`src/rtl/mccr_pkg.sv`:
```
// Purpose: constants for the remote control change interpreter
// Assumes: midi bytes arrive already deserialised, one strobe per byte
// Notes  : register map reached over a plain address/strobe port
//
// Functional notes
// - level and mains CC accepted only on the configured CC channel
// - controller numbers for bus A, bus B and main levels, 0..127
// - matching level CC sets that bus volume from data 0..127
// - separate mains controllers per bus; a match toggles, data ignored
// - CC and program change act on own groups even on shared channel
// - one program change recalls same entry in every library on channel
// - act on jack messages only when enabled and source selects jack
// - every receive channel selectable 1..16
// - message source selectable between jack and host link
package mccr_pkg;
  // register index / byte offsets
  localparam logic [7:0] MCCR_REG_CTRL    = 8'h00;
  localparam logic [7:0] MCCR_REG_PCCH    = 8'h04;
  localparam logic [7:0] MCCR_REG_CCCH    = 8'h08;
  localparam logic [7:0] MCCR_REG_CCLVL   = 8'h0C;
  localparam logic [7:0] MCCR_REG_CCMUTE  = 8'h10;
  localparam logic [7:0] MCCR_REG_LEVELS  = 8'h14;
  localparam logic [7:0] MCCR_REG_ASSIGN  = 8'h18;
  localparam logic [7:0] MCCR_REG_PRESET  = 8'h1C;
  // ctrl fields
  localparam int MCCR_CTRL_EN  = 0;
  localparam int MCCR_CTRL_SRC = 1;
  // reset values: channels are stored as 0..15 (shown to users as 1..16)
  localparam logic [3:0] MCCR_CH_RESET   = 4'h0;
  localparam logic [6:0] MCCR_CC_A_LVL   = 7'h28;
  localparam logic [6:0] MCCR_CC_B_LVL   = 7'h29;
  localparam logic [6:0] MCCR_CC_M_LVL   = 7'h2A;
  localparam logic [6:0] MCCR_CC_A_MUTE  = 7'h40;
  localparam logic [6:0] MCCR_CC_B_MUTE  = 7'h42;
  localparam logic [6:0] MCCR_LVL_RESET  = 7'h00;
  // status nibbles
  localparam logic [3:0] MCCR_ST_CC = 4'hB;
  localparam logic [3:0] MCCR_ST_PC = 4'hC;
  // message kinds out of the parser
  typedef enum logic [1:0] {
    MCCR_MSG_CC = 2'h1,
    MCCR_MSG_PC = 2'h2
  } mccr_msg_t;
endpackage : mccr_pkg

```
`src/rtl/mccr_sync.sv`:
```
// Purpose: two-flop synchroniser for the jack byte strobe toggle
// Assumes: input is a level or toggle from another domain
// Notes  : first stage is read only by the second
`timescale 1ns/100ps
module mccr_sync (
  input  wire logic clk,
  input  wire logic reset_n,
  input  wire logic din,
  output logic      dout
);
  import mccr_pkg::*;
  logic stage1;
  // two flops, no logic between
  always_ff @(posedge clk or negedge reset_n) begin
    if (!reset_n) begin
      stage1 <= 1'b0;
      dout   <= 1'b0;
    end else begin
      stage1 <= din;
      dout   <= stage1;
    end
  end
endmodule : mccr_sync

```
`src/rtl/mccr_parse.sv`:
```
// Purpose: assemble midi channel messages from a byte stream
// Assumes: one byte per valid pulse; running status supported
// Notes  : only control change and program change are reported
`timescale 1ns/100ps
module mccr_parse (
  input  wire logic                clk,
  input  wire logic                reset_n,
  input  wire logic                byte_valid,
  input  wire logic [7:0]          byte_data,
  output logic                     msg_valid,
  output mccr_pkg::mccr_msg_t      msg_kind,
  output logic [3:0]               msg_chan,
  output logic [6:0]               msg_d1,
  output logic [6:0]               msg_d2
);
  import mccr_pkg::*;
  logic [7:0] status;
  logic       have_d1;
  logic [7:0] next_status;
  logic       next_have_d1;
  logic       next_valid;
  logic [6:0] next_d1;
  logic [6:0] next_d2;
  // byte assembly; real-time bytes (F8..FF) pass without breaking status
  always_comb begin
    next_status  = status;
    next_have_d1 = have_d1;
    next_valid   = 1'b0;
    next_d1      = msg_d1;
    next_d2      = msg_d2;
    if (byte_valid) begin
      if (byte_data[7]) begin
        if (byte_data[7:3] != 5'h1F) begin
          next_status  = byte_data;
          next_have_d1 = 1'b0;
        end
      end else if (status[7:4] == MCCR_ST_PC) begin
        next_d1    = byte_data[6:0];
        next_valid = 1'b1;
      end else if (status[7:4] == MCCR_ST_CC) begin
        if (!have_d1) begin
          next_d1      = byte_data[6:0];
          next_have_d1 = 1'b1;
        end else begin
          next_d2      = byte_data[6:0];
          next_have_d1 = 1'b0;
          next_valid   = 1'b1;
        end
      end
    end
  end
  always_ff @(posedge clk or negedge reset_n) begin
    if (!reset_n) begin
      status    <= 8'h00;
      have_d1   <= 1'b0;
      msg_valid <= 1'b0;
      msg_d1    <= 7'h00;
      msg_d2    <= 7'h00;
    end else begin
      status    <= next_status;
      have_d1   <= next_have_d1;
      msg_valid <= next_valid;
      msg_d1    <= next_d1;
      msg_d2    <= next_d2;
    end
  end
  assign msg_chan = status[3:0];
  assign msg_kind = (status[7:4] == MCCR_ST_PC) ? MCCR_MSG_PC : MCCR_MSG_CC;
endmodule : mccr_parse

```
`src/rtl/mccr_top.sv`:
```
// Purpose: remote control interpreter for bus levels, mains and presets
// Assumes: jack bytes come from another domain with a toggle strobe;
//          host link bytes are on this clock
// Notes  : registers on a plain port, read data one cycle after strobe
//        : a disabled or deselected stream is dropped whole, not queued
//
// Chosen here: the strobed register port and the placing of the registers.
`timescale 1ns/100ps
module mccr_top (
  input  wire logic       clk,
  input  wire logic       reset_n,
  input  wire logic       jack_byte_toggle,
  input  wire logic [7:0] jack_byte_data,
  input  wire logic       host_byte_valid,
  input  wire logic [7:0] host_byte_data,
  input  wire logic [7:0] reg_addr,
  input  wire logic [31:0] reg_wdata,
  input  wire logic       reg_write,
  input  wire logic       reg_read,
  output logic [31:0]     reg_rdata,
  output logic [6:0]      effects_bus_a_level,
  output logic [6:0]      effects_bus_b_level,
  output logic [6:0]      main_level,
  output logic            effects_bus_a_to_mains,
  output logic            effects_bus_b_to_mains,
  output logic            scene_recall,
  output logic            effects_bus_a_recall,
  output logic            effects_bus_b_recall,
  output logic [6:0]      recall_number
);
  import mccr_pkg::*;

  ////////////////////////////////////////////////////////////////////////
  // configuration state
  logic       remote_control_enable;
  logic       remote_message_source;  // 0 jack, 1 host link
  // receive channels, stored 0..15 for channels 1..16
  logic [3:0] scene_ch;
  logic [3:0] fxa_ch;
  logic [3:0] fxb_ch;
  logic [3:0] cc_ch;
  // controller numbers for the three levels and two mains toggles
  logic [6:0] cc_a_lvl;
  logic [6:0] cc_b_lvl;
  logic [6:0] cc_m_lvl;
  logic [6:0] cc_a_mute;
  logic [6:0] cc_b_mute;
  // next values of the configuration
  logic       next_enable;
  logic       next_source;
  logic [3:0] next_scene_ch;
  logic [3:0] next_fxa_ch;
  logic [3:0] next_fxb_ch;
  logic [3:0] next_cc_ch;
  logic [6:0] next_cc_a_lvl;
  logic [6:0] next_cc_b_lvl;
  logic [6:0] next_cc_m_lvl;
  logic [6:0] next_cc_a_mute;
  logic [6:0] next_cc_b_mute;

  ////////////////////////////////////////////////////////////////////////
  // jack byte path: data held stable while the toggle crosses
  // the data bus is sampled twice as well; the sender holds it three
  // cycles before the toggle and four after, so the second stage is settled
  // by the time the delayed toggle edge marks it valid
  logic       jack_tog_s;
  logic       jack_tog_d;
  logic [7:0] jack_data_s1;
  logic [7:0] jack_data_s2;
  logic       jack_valid;
  mccr_sync u_sync (
    .clk     (clk),
    .reset_n (reset_n),
    .din     (jack_byte_toggle),
    .dout    (jack_tog_s)
  );
  // toggle and data flops reset together, so no false byte after reset
  always_ff @(posedge clk or negedge reset_n) begin
    if (!reset_n) begin
      jack_data_s1 <= 8'h00;
      jack_data_s2 <= 8'h00;
      jack_tog_d   <= 1'b0;
    end else begin
      jack_data_s1 <= jack_byte_data;
      jack_data_s2 <= jack_data_s1;
      jack_tog_d   <= jack_tog_s;
    end
  end
  // one valid cycle per toggle edge, in either direction
  assign jack_valid = jack_tog_s ^ jack_tog_d;

  // source selects jack or host link
  // the unselected stream is dropped before parsing so no half message mixes
  logic       src_valid;
  logic [7:0] src_data;
  always_comb begin
    src_valid = remote_message_source ? host_byte_valid : jack_valid;
    src_data  = remote_message_source ? host_byte_data : jack_data_s2;
  end

  logic       msg_valid;
  mccr_msg_t  msg_kind;
  logic [3:0] msg_chan;
  // parser output: one pulse per complete control or program change
  logic [6:0] msg_d1;
  logic [6:0] msg_d2;
  // one parser for both sources; a source switch mid-message may leave
  // a partial status behind, so switch only between messages
  mccr_parse u_parse (
    .clk        (clk),
    .reset_n    (reset_n),
    .byte_valid (src_valid),
    .byte_data  (src_data),
    .msg_valid  (msg_valid),
    .msg_kind   (msg_kind),
    .msg_chan   (msg_chan),
    .msg_d1     (msg_d1),
    .msg_d2     (msg_d2)
  );

  ////////////////////////////////////////////////////////////////////////
  // controller match helper
  // every compare is one exact 7-bit match with no masking, so all
  // 128 controller numbers stay usable
  function automatic logic cc_hit(input logic [6:0] num,
                                  input logic [6:0] cfg);
    cc_hit = (num == cfg);
  endfunction : cc_hit

  // qualified message strobes
  logic       act;
  logic       is_cc;
  logic       is_pc;
  // next output values
  logic [6:0] next_a_lvl;
  logic [6:0] next_b_lvl;
  logic [6:0] next_m_lvl;
  logic [6:0] next_recall_num;
  logic       next_a_mains;
  logic       next_b_mains;
  logic       next_scene;
  logic       next_fxa;
  logic       next_fxb;
  // message interpretation
  always_comb begin
    act   = msg_valid && remote_control_enable;
    is_cc = act && (msg_kind == MCCR_MSG_CC);
    is_pc = act && (msg_kind == MCCR_MSG_PC);
    next_a_lvl      = effects_bus_a_level;
    next_b_lvl      = effects_bus_b_level;
    next_m_lvl      = main_level;
    next_a_mains    = effects_bus_a_to_mains;
    next_b_mains    = effects_bus_b_to_mains;
    next_recall_num = recall_number;
    next_scene      = 1'b0;
    next_fxa        = 1'b0;
    next_fxb        = 1'b0;
    // channel filter, others ignored
    // a shared number drives every parameter it matches, as users expect
    if (is_cc && msg_chan == cc_ch) begin
      if (cc_hit(msg_d1, cc_a_lvl)) next_a_lvl = msg_d2;
      if (cc_hit(msg_d1, cc_b_lvl)) next_b_lvl = msg_d2;
      if (cc_hit(msg_d1, cc_m_lvl)) next_m_lvl = msg_d2;
      if (cc_hit(msg_d1, cc_a_mute)) next_a_mains = !effects_bus_a_to_mains;
      if (cc_hit(msg_d1, cc_b_mute)) next_b_mains = !effects_bus_b_to_mains;
    end
    if (is_pc) begin
      next_scene = (msg_chan == scene_ch);
      next_fxa   = (msg_chan == fxa_ch);
      next_fxb   = (msg_chan == fxb_ch);
      if (next_scene || next_fxa || next_fxb) next_recall_num = msg_d1;
    end
  end

  // every output comes from a flop here; recall pulses last one cycle,
  // the recall number stands until the next recall
  always_ff @(posedge clk or negedge reset_n) begin
    if (!reset_n) begin
      effects_bus_a_level    <= MCCR_LVL_RESET;
      effects_bus_b_level    <= MCCR_LVL_RESET;
      main_level             <= MCCR_LVL_RESET;
      effects_bus_a_to_mains <= 1'b1;
      effects_bus_b_to_mains <= 1'b1;
      recall_number          <= 7'h00;
      scene_recall           <= 1'b0;
      effects_bus_a_recall   <= 1'b0;
      effects_bus_b_recall   <= 1'b0;
    end else begin
      effects_bus_a_level    <= next_a_lvl;
      effects_bus_b_level    <= next_b_lvl;
      main_level             <= next_m_lvl;
      effects_bus_a_to_mains <= next_a_mains;
      effects_bus_b_to_mains <= next_b_mains;
      recall_number          <= next_recall_num;
      scene_recall           <= next_scene;
      effects_bus_a_recall   <= next_fxa;
      effects_bus_b_recall   <= next_fxb;
    end
  end

  ////////////////////////////////////////////////////////////////////////
  // register writes
  // unmapped and read-only offsets fall to default and change nothing
  always_comb begin
    next_enable    = remote_control_enable;
    next_source    = remote_message_source;
    next_scene_ch  = scene_ch;
    next_fxa_ch    = fxa_ch;
    next_fxb_ch    = fxb_ch;
    next_cc_ch     = cc_ch;
    next_cc_a_lvl  = cc_a_lvl;
    next_cc_b_lvl  = cc_b_lvl;
    next_cc_m_lvl  = cc_m_lvl;
    next_cc_a_mute = cc_a_mute;
    next_cc_b_mute = cc_b_mute;
    if (reg_write) begin
      unique case (reg_addr)
        MCCR_REG_CTRL: begin
          next_enable = reg_wdata[MCCR_CTRL_EN];
          next_source = reg_wdata[MCCR_CTRL_SRC];
        end
        MCCR_REG_PCCH: begin
          next_scene_ch = reg_wdata[3:0];
          next_fxa_ch   = reg_wdata[11:8];
          next_fxb_ch   = reg_wdata[19:16];
        end
        MCCR_REG_CCCH: next_cc_ch = reg_wdata[3:0];
        MCCR_REG_CCLVL: begin
          next_cc_a_lvl = reg_wdata[6:0];
          next_cc_b_lvl = reg_wdata[14:8];
          next_cc_m_lvl = reg_wdata[22:16];
        end
        MCCR_REG_CCMUTE: begin
          next_cc_a_mute = reg_wdata[6:0];
          next_cc_b_mute = reg_wdata[14:8];
        end
        default: ;
      endcase
    end
  end

  // configuration flops; reset gives a usable map with remote control off
  always_ff @(posedge clk or negedge reset_n) begin
    if (!reset_n) begin
      remote_control_enable <= 1'b0;
      remote_message_source <= 1'b0;
      scene_ch  <= MCCR_CH_RESET;
      fxa_ch    <= MCCR_CH_RESET;
      fxb_ch    <= MCCR_CH_RESET;
      cc_ch     <= MCCR_CH_RESET;
      cc_a_lvl  <= MCCR_CC_A_LVL;
      cc_b_lvl  <= MCCR_CC_B_LVL;
      cc_m_lvl  <= MCCR_CC_M_LVL;
      cc_a_mute <= MCCR_CC_A_MUTE;
      cc_b_mute <= MCCR_CC_B_MUTE;
    end else begin
      remote_control_enable <= next_enable;
      remote_message_source <= next_source;
      scene_ch  <= next_scene_ch;
      fxa_ch    <= next_fxa_ch;
      fxb_ch    <= next_fxb_ch;
      cc_ch     <= next_cc_ch;
      cc_a_lvl  <= next_cc_a_lvl;
      cc_b_lvl  <= next_cc_b_lvl;
      cc_m_lvl  <= next_cc_m_lvl;
      cc_a_mute <= next_cc_a_mute;
      cc_b_mute <= next_cc_b_mute;
    end
  end

  ////////////////////////////////////////////////////////////////////////
  // register reads; unmapped reads return zero
  logic [31:0] next_rdata;
  always_comb begin
    next_rdata = 32'h0000_0000;
    if (reg_read) begin
      unique case (reg_addr)
        MCCR_REG_CTRL:   next_rdata = {30'h0, remote_message_source,
                                       remote_control_enable};
        MCCR_REG_PCCH:   next_rdata = {12'h0, fxb_ch, 4'h0, fxa_ch,
                                       4'h0, scene_ch};
        MCCR_REG_CCCH:   next_rdata = {28'h0, cc_ch};
        MCCR_REG_CCLVL:  next_rdata = {9'h0, cc_m_lvl, 1'b0, cc_b_lvl,
                                       1'b0, cc_a_lvl};
        MCCR_REG_CCMUTE: next_rdata = {17'h0, cc_b_mute, 1'b0, cc_a_mute};
        MCCR_REG_LEVELS: next_rdata = {9'h0, main_level, 1'b0,
                                       effects_bus_b_level, 1'b0,
                                       effects_bus_a_level};
        MCCR_REG_ASSIGN: next_rdata = {30'h0, effects_bus_b_to_mains,
                                       effects_bus_a_to_mains};
        MCCR_REG_PRESET: next_rdata = {25'h0, recall_number};
        default:         next_rdata = 32'h0000_0000;
      endcase
    end
  end
  // read data stands for one cycle only, then falls back to zero
  always_ff @(posedge clk or negedge reset_n) begin
    if (!reset_n) reg_rdata <= 32'h0000_0000;
    else          reg_rdata <= next_rdata;
  end
endmodule : mccr_top

```
`config.mk`:
```
export PLATFORM = sky130hd
export DESIGN_NAME = mccr_top
export DESIGN_NICKNAME = d
export VERILOG_FILES = /design/src/rtl/mccr_pkg.sv /design/src/rtl/mccr_sync.sv /design/src/rtl/mccr_parse.sv /design/src/rtl/mccr_top.sv
export SDC_FILE = /design/constraint.sdc
export NUM_CORES = 1
export LEC_CHECK = 0
export ABC_AREA = 1
export BUFFER_PORTS_ARGS = -buffer_cell sky130_fd_sc_hd__clkbuf_2
export CAP_MARGIN = 5
export CORE_ASPECT_RATIO = 1.4
export CORE_MARGIN = 2
export CORE_UTILIZATION = 50
export CTS_CLUSTER_DIAMETER = 150
export DETAILED_ROUTE_END_ITERATION = 10
export GPL_TIMING_DRIVEN = 1
export PLACE_DENSITY = 0.72
export SLEW_MARGIN = 20
export SYNTH_ARGS = -nofsm -noshare
export SYNTH_HDL_FRONTEND = slang
export SYNTH_HIERARCHICAL = 1
export SYNTH_SLANG_ARGS = --single-unit
```
`constraint.sdc`:
```
create_clock -name clk -period 3 [get_ports clk]
set_clock_uncertainty 0.2 [all_clocks]
set_input_delay 0.3 -clock clk [delete_from_list [all_inputs] [get_ports clk]]
set_output_delay 0.3 -clock clk [all_outputs]
set_load 0.05 [all_outputs]
```
==> flow_summary.ini <==
[global_route]
grt_antenna_before_repair = 0
grt_max_degree = 68
overflow = 0
grt_usage = 0.269
grt_pass1_wl_mm = 32.4
use_met3 = 0.0472
grtUsageMet2 = 0.471
use_met1 = 0.324
grt_pass1_vias = 6256
busiest_layer = met2

[setup_path]
slowest_delay_ns = 0.88
start_kind = flip-flop
cp_max_fo = 12
cp_slowest_cell = o21ai_0
path_class = flip-flop to flip-flop
worstPathRequired_ns = 3.11
path_delay_family = compound AO/OA/AOI/OAI gates
crit_buf_inv = 1
cpMostUsedCell = nand2_1
crit_chain = o21ai_0, inv_2, a21oi_4, nand2_4, nand2_1, nand2_1
endpoint_kind = flip-flop
cp.arrival_ns = 2.47

[yosys]
yosysTopAreaCellShare = 0.463
syn_inst = 878
synth_top_cell_by_area = dfrtp_1
synth_warnings = 6
syn-mean-instance-area_um2 = 8.43
synthTopCellsByArea = dfrtp_1 46%, nand2_1 13%, nand3_1 7.8%
yosysUniqueCellTypes = 34
synth_seq_cells = 150
synth-seq-area-share = 0.509
netlist_area_um2 = 7410

[cts]
cts_max_level = 4
clkTransAtPathRegs_ns = 0.06
cts-root-buf = clkbuf_16
cts_resized = 0
clkLatencyLatePin_ns = 0.42
clkSinkCount = 150
cts-buffers-inserted = 17
cts.path.max_buffers = 2
cts_tree = built

[sta]
period_share = 0.787
setup_slack_ns = 0.638
hold_viol_final = 0
finalSetupViolations = 0
max_clock_freq_ghz = 0.423
rsz0062_at_grt = false
setup_tns_ns = 0
fin_crit_ns = 2.36
relSlewSlack = 0.319
slew_violations = 0
tightest_slew_ns = 1.01

[layout]
syn_to_final_growth_pct = 19.8
diodes = 0
fillers = 1285
final_cell_mix = 249 x nand2_1, 137 x dfrtp_1, 116 x nand3_1
final_common_cell = nand2_1
fin_nets = 1068
final_layout_size_suffix_gt1_frac = 0.208

[routing]
postRouteAntennaNets = 0
via_per_inst = 5.31
drc = 0
dr.first_iter.drc_count = 457
wire_per_inst_um = 16.8
firstDrtPassIters = 6
num_vias = 6411
routed_wl_mm = 20.3

[die]
pin_count = 127
die_w_um = 107
die_y_um = 148
rows = 52
start_util = 0.513
die-area_um2 = 15800
core_area_um2 = 14400

[min_path]
timing.hold.worst.class = primary input to flip-flop

[job]
drv_cap = 0

[pwr]
p_leak_uw = 0.00468
clock_power_share = 0.387
powerDensity_nw_per_um2 = 612
p_int_uw = 3780
swShare = 0.303
vdd_ir_drop_max_uv = 541
p_seq_frac = 0.458
power_frac_comb = 0.155
p_switching_uw = 1640

[place]
dp_hpwl_mm = 14.4
preCtsSetupSlack_ns = 0.630
gp_congestion = 0.903
io_buffers = 104

[status]
status = finished clean
## what timing repair did
item | 4_1_cts | 5_1_grt
hold buffers | 32 | 0
setup buffers | 0 | 0
endpoints found under the hold margin | 108 | 0
## flip-flops by register name (all words and copies together), names as in the netlist, 8 cells and up
| signal | cells |
|---|---|
| u_parse/status | 8 |
| jack_data_s1 | 8 |
| jack_data_s2 | 8 |
| reg_rdata | 21 |
## power by group through the flow
stage                     logic [uW]  clock network, uW  registers [uW]
after detailed placement         799                  0            2510
after global routing             952               2200            2510
after global placement           783                  0            2510
final                            840               2100            2490
after CTS                        842               2120            2480
after floorplan                  738                  0            2320
## worst paths after layout
check	startpoint	to	slack, ns	cells past startpoint
setup / recovery	remote_message_source	u_parse/msg_d1[3]	0.64	6
hold / removal	reg_wdata[0]	scene_ch[0]	0.02	3
setup reg to reg	remote_message_source	u_parse/msg_d1[3]	0.64	6
hold reg to reg	jack_data_s1[5]	jack_data_s2[5]	0.15	0
max in group asynchronous	reset_n	cc_a_lvl[5]	1.58	3
min in group asynchronous	reset_n	u_sync/dout	0.21	2
## cell families after synthesis
family | share of synthesized area
AND/OR/NAND/NOR | 0.283
flip-flops | 0.509
buffers and inverters | 0.0826
AO/OA/AOI/OAI | 0.0737
XOR/XNOR | 0.0390
multiplexers | 0.0122
other | 0.000506
## metrics by stage
step                hold slack (ns)  total power (uW)   util  cells  area [um2]
floorplan                    -0.196              3060      -    888        7440
global placement              0.102              3290  0.551   1144        7960
CTS                        0.000194              5440  0.614   1208        8870
finish                       0.0188              5430  0.614   1208        8870
detailed placement           0.0962              3310  0.551   1144        7960
global route                 0.0457              5660  0.614   1208        8870
## cell usage after synthesis, drive strengths merged
cell type  count
a21oi          9
buf           42
clkbuf         2
clkinv         3
conb           1
dfrtp        137
dfstp         13
inv           78
mux2           8
nand2        262
nand3        117
nand3b         3
nand4          3
nor2          71
nor3           1
nor4           2
o211ai         4
o21ai         89
xnor2         18
xor2          15
## routing by layer
metal | vias up | wire [um]
met5 | - | 0
met2 | 266 | 10700
met4 | 0 | 641
met1 | 3064 | 7730
li1 | 3035 | -
met3 | 46 | 1250
## cell type report
type / instances / area, um2 / area share
flip-flops and latches: 150 / 3770 / 0.425
repair buffers: 143 / 912 / 0.103
clock inverters: 13 / 131 / 0.0148
inverters: 81 / 304 / 0.0343
well taps: 189 / 236 / 0.0267
clock buffers: 19 / 453 / 0.0511
multi-input cells: 613 / 3060 / 0.345
## worst reg2reg max path: stages, from the launching register on
cell     delay, ns
dfrtp_1       0.55
o21ai_0       0.88
inv_2         0.09
a21oi_4       0.28
nand2_4       0.12
nand2_1       0.07
nand2_1       0.06
Note: power is estimated with default switching activity, not from simulation.
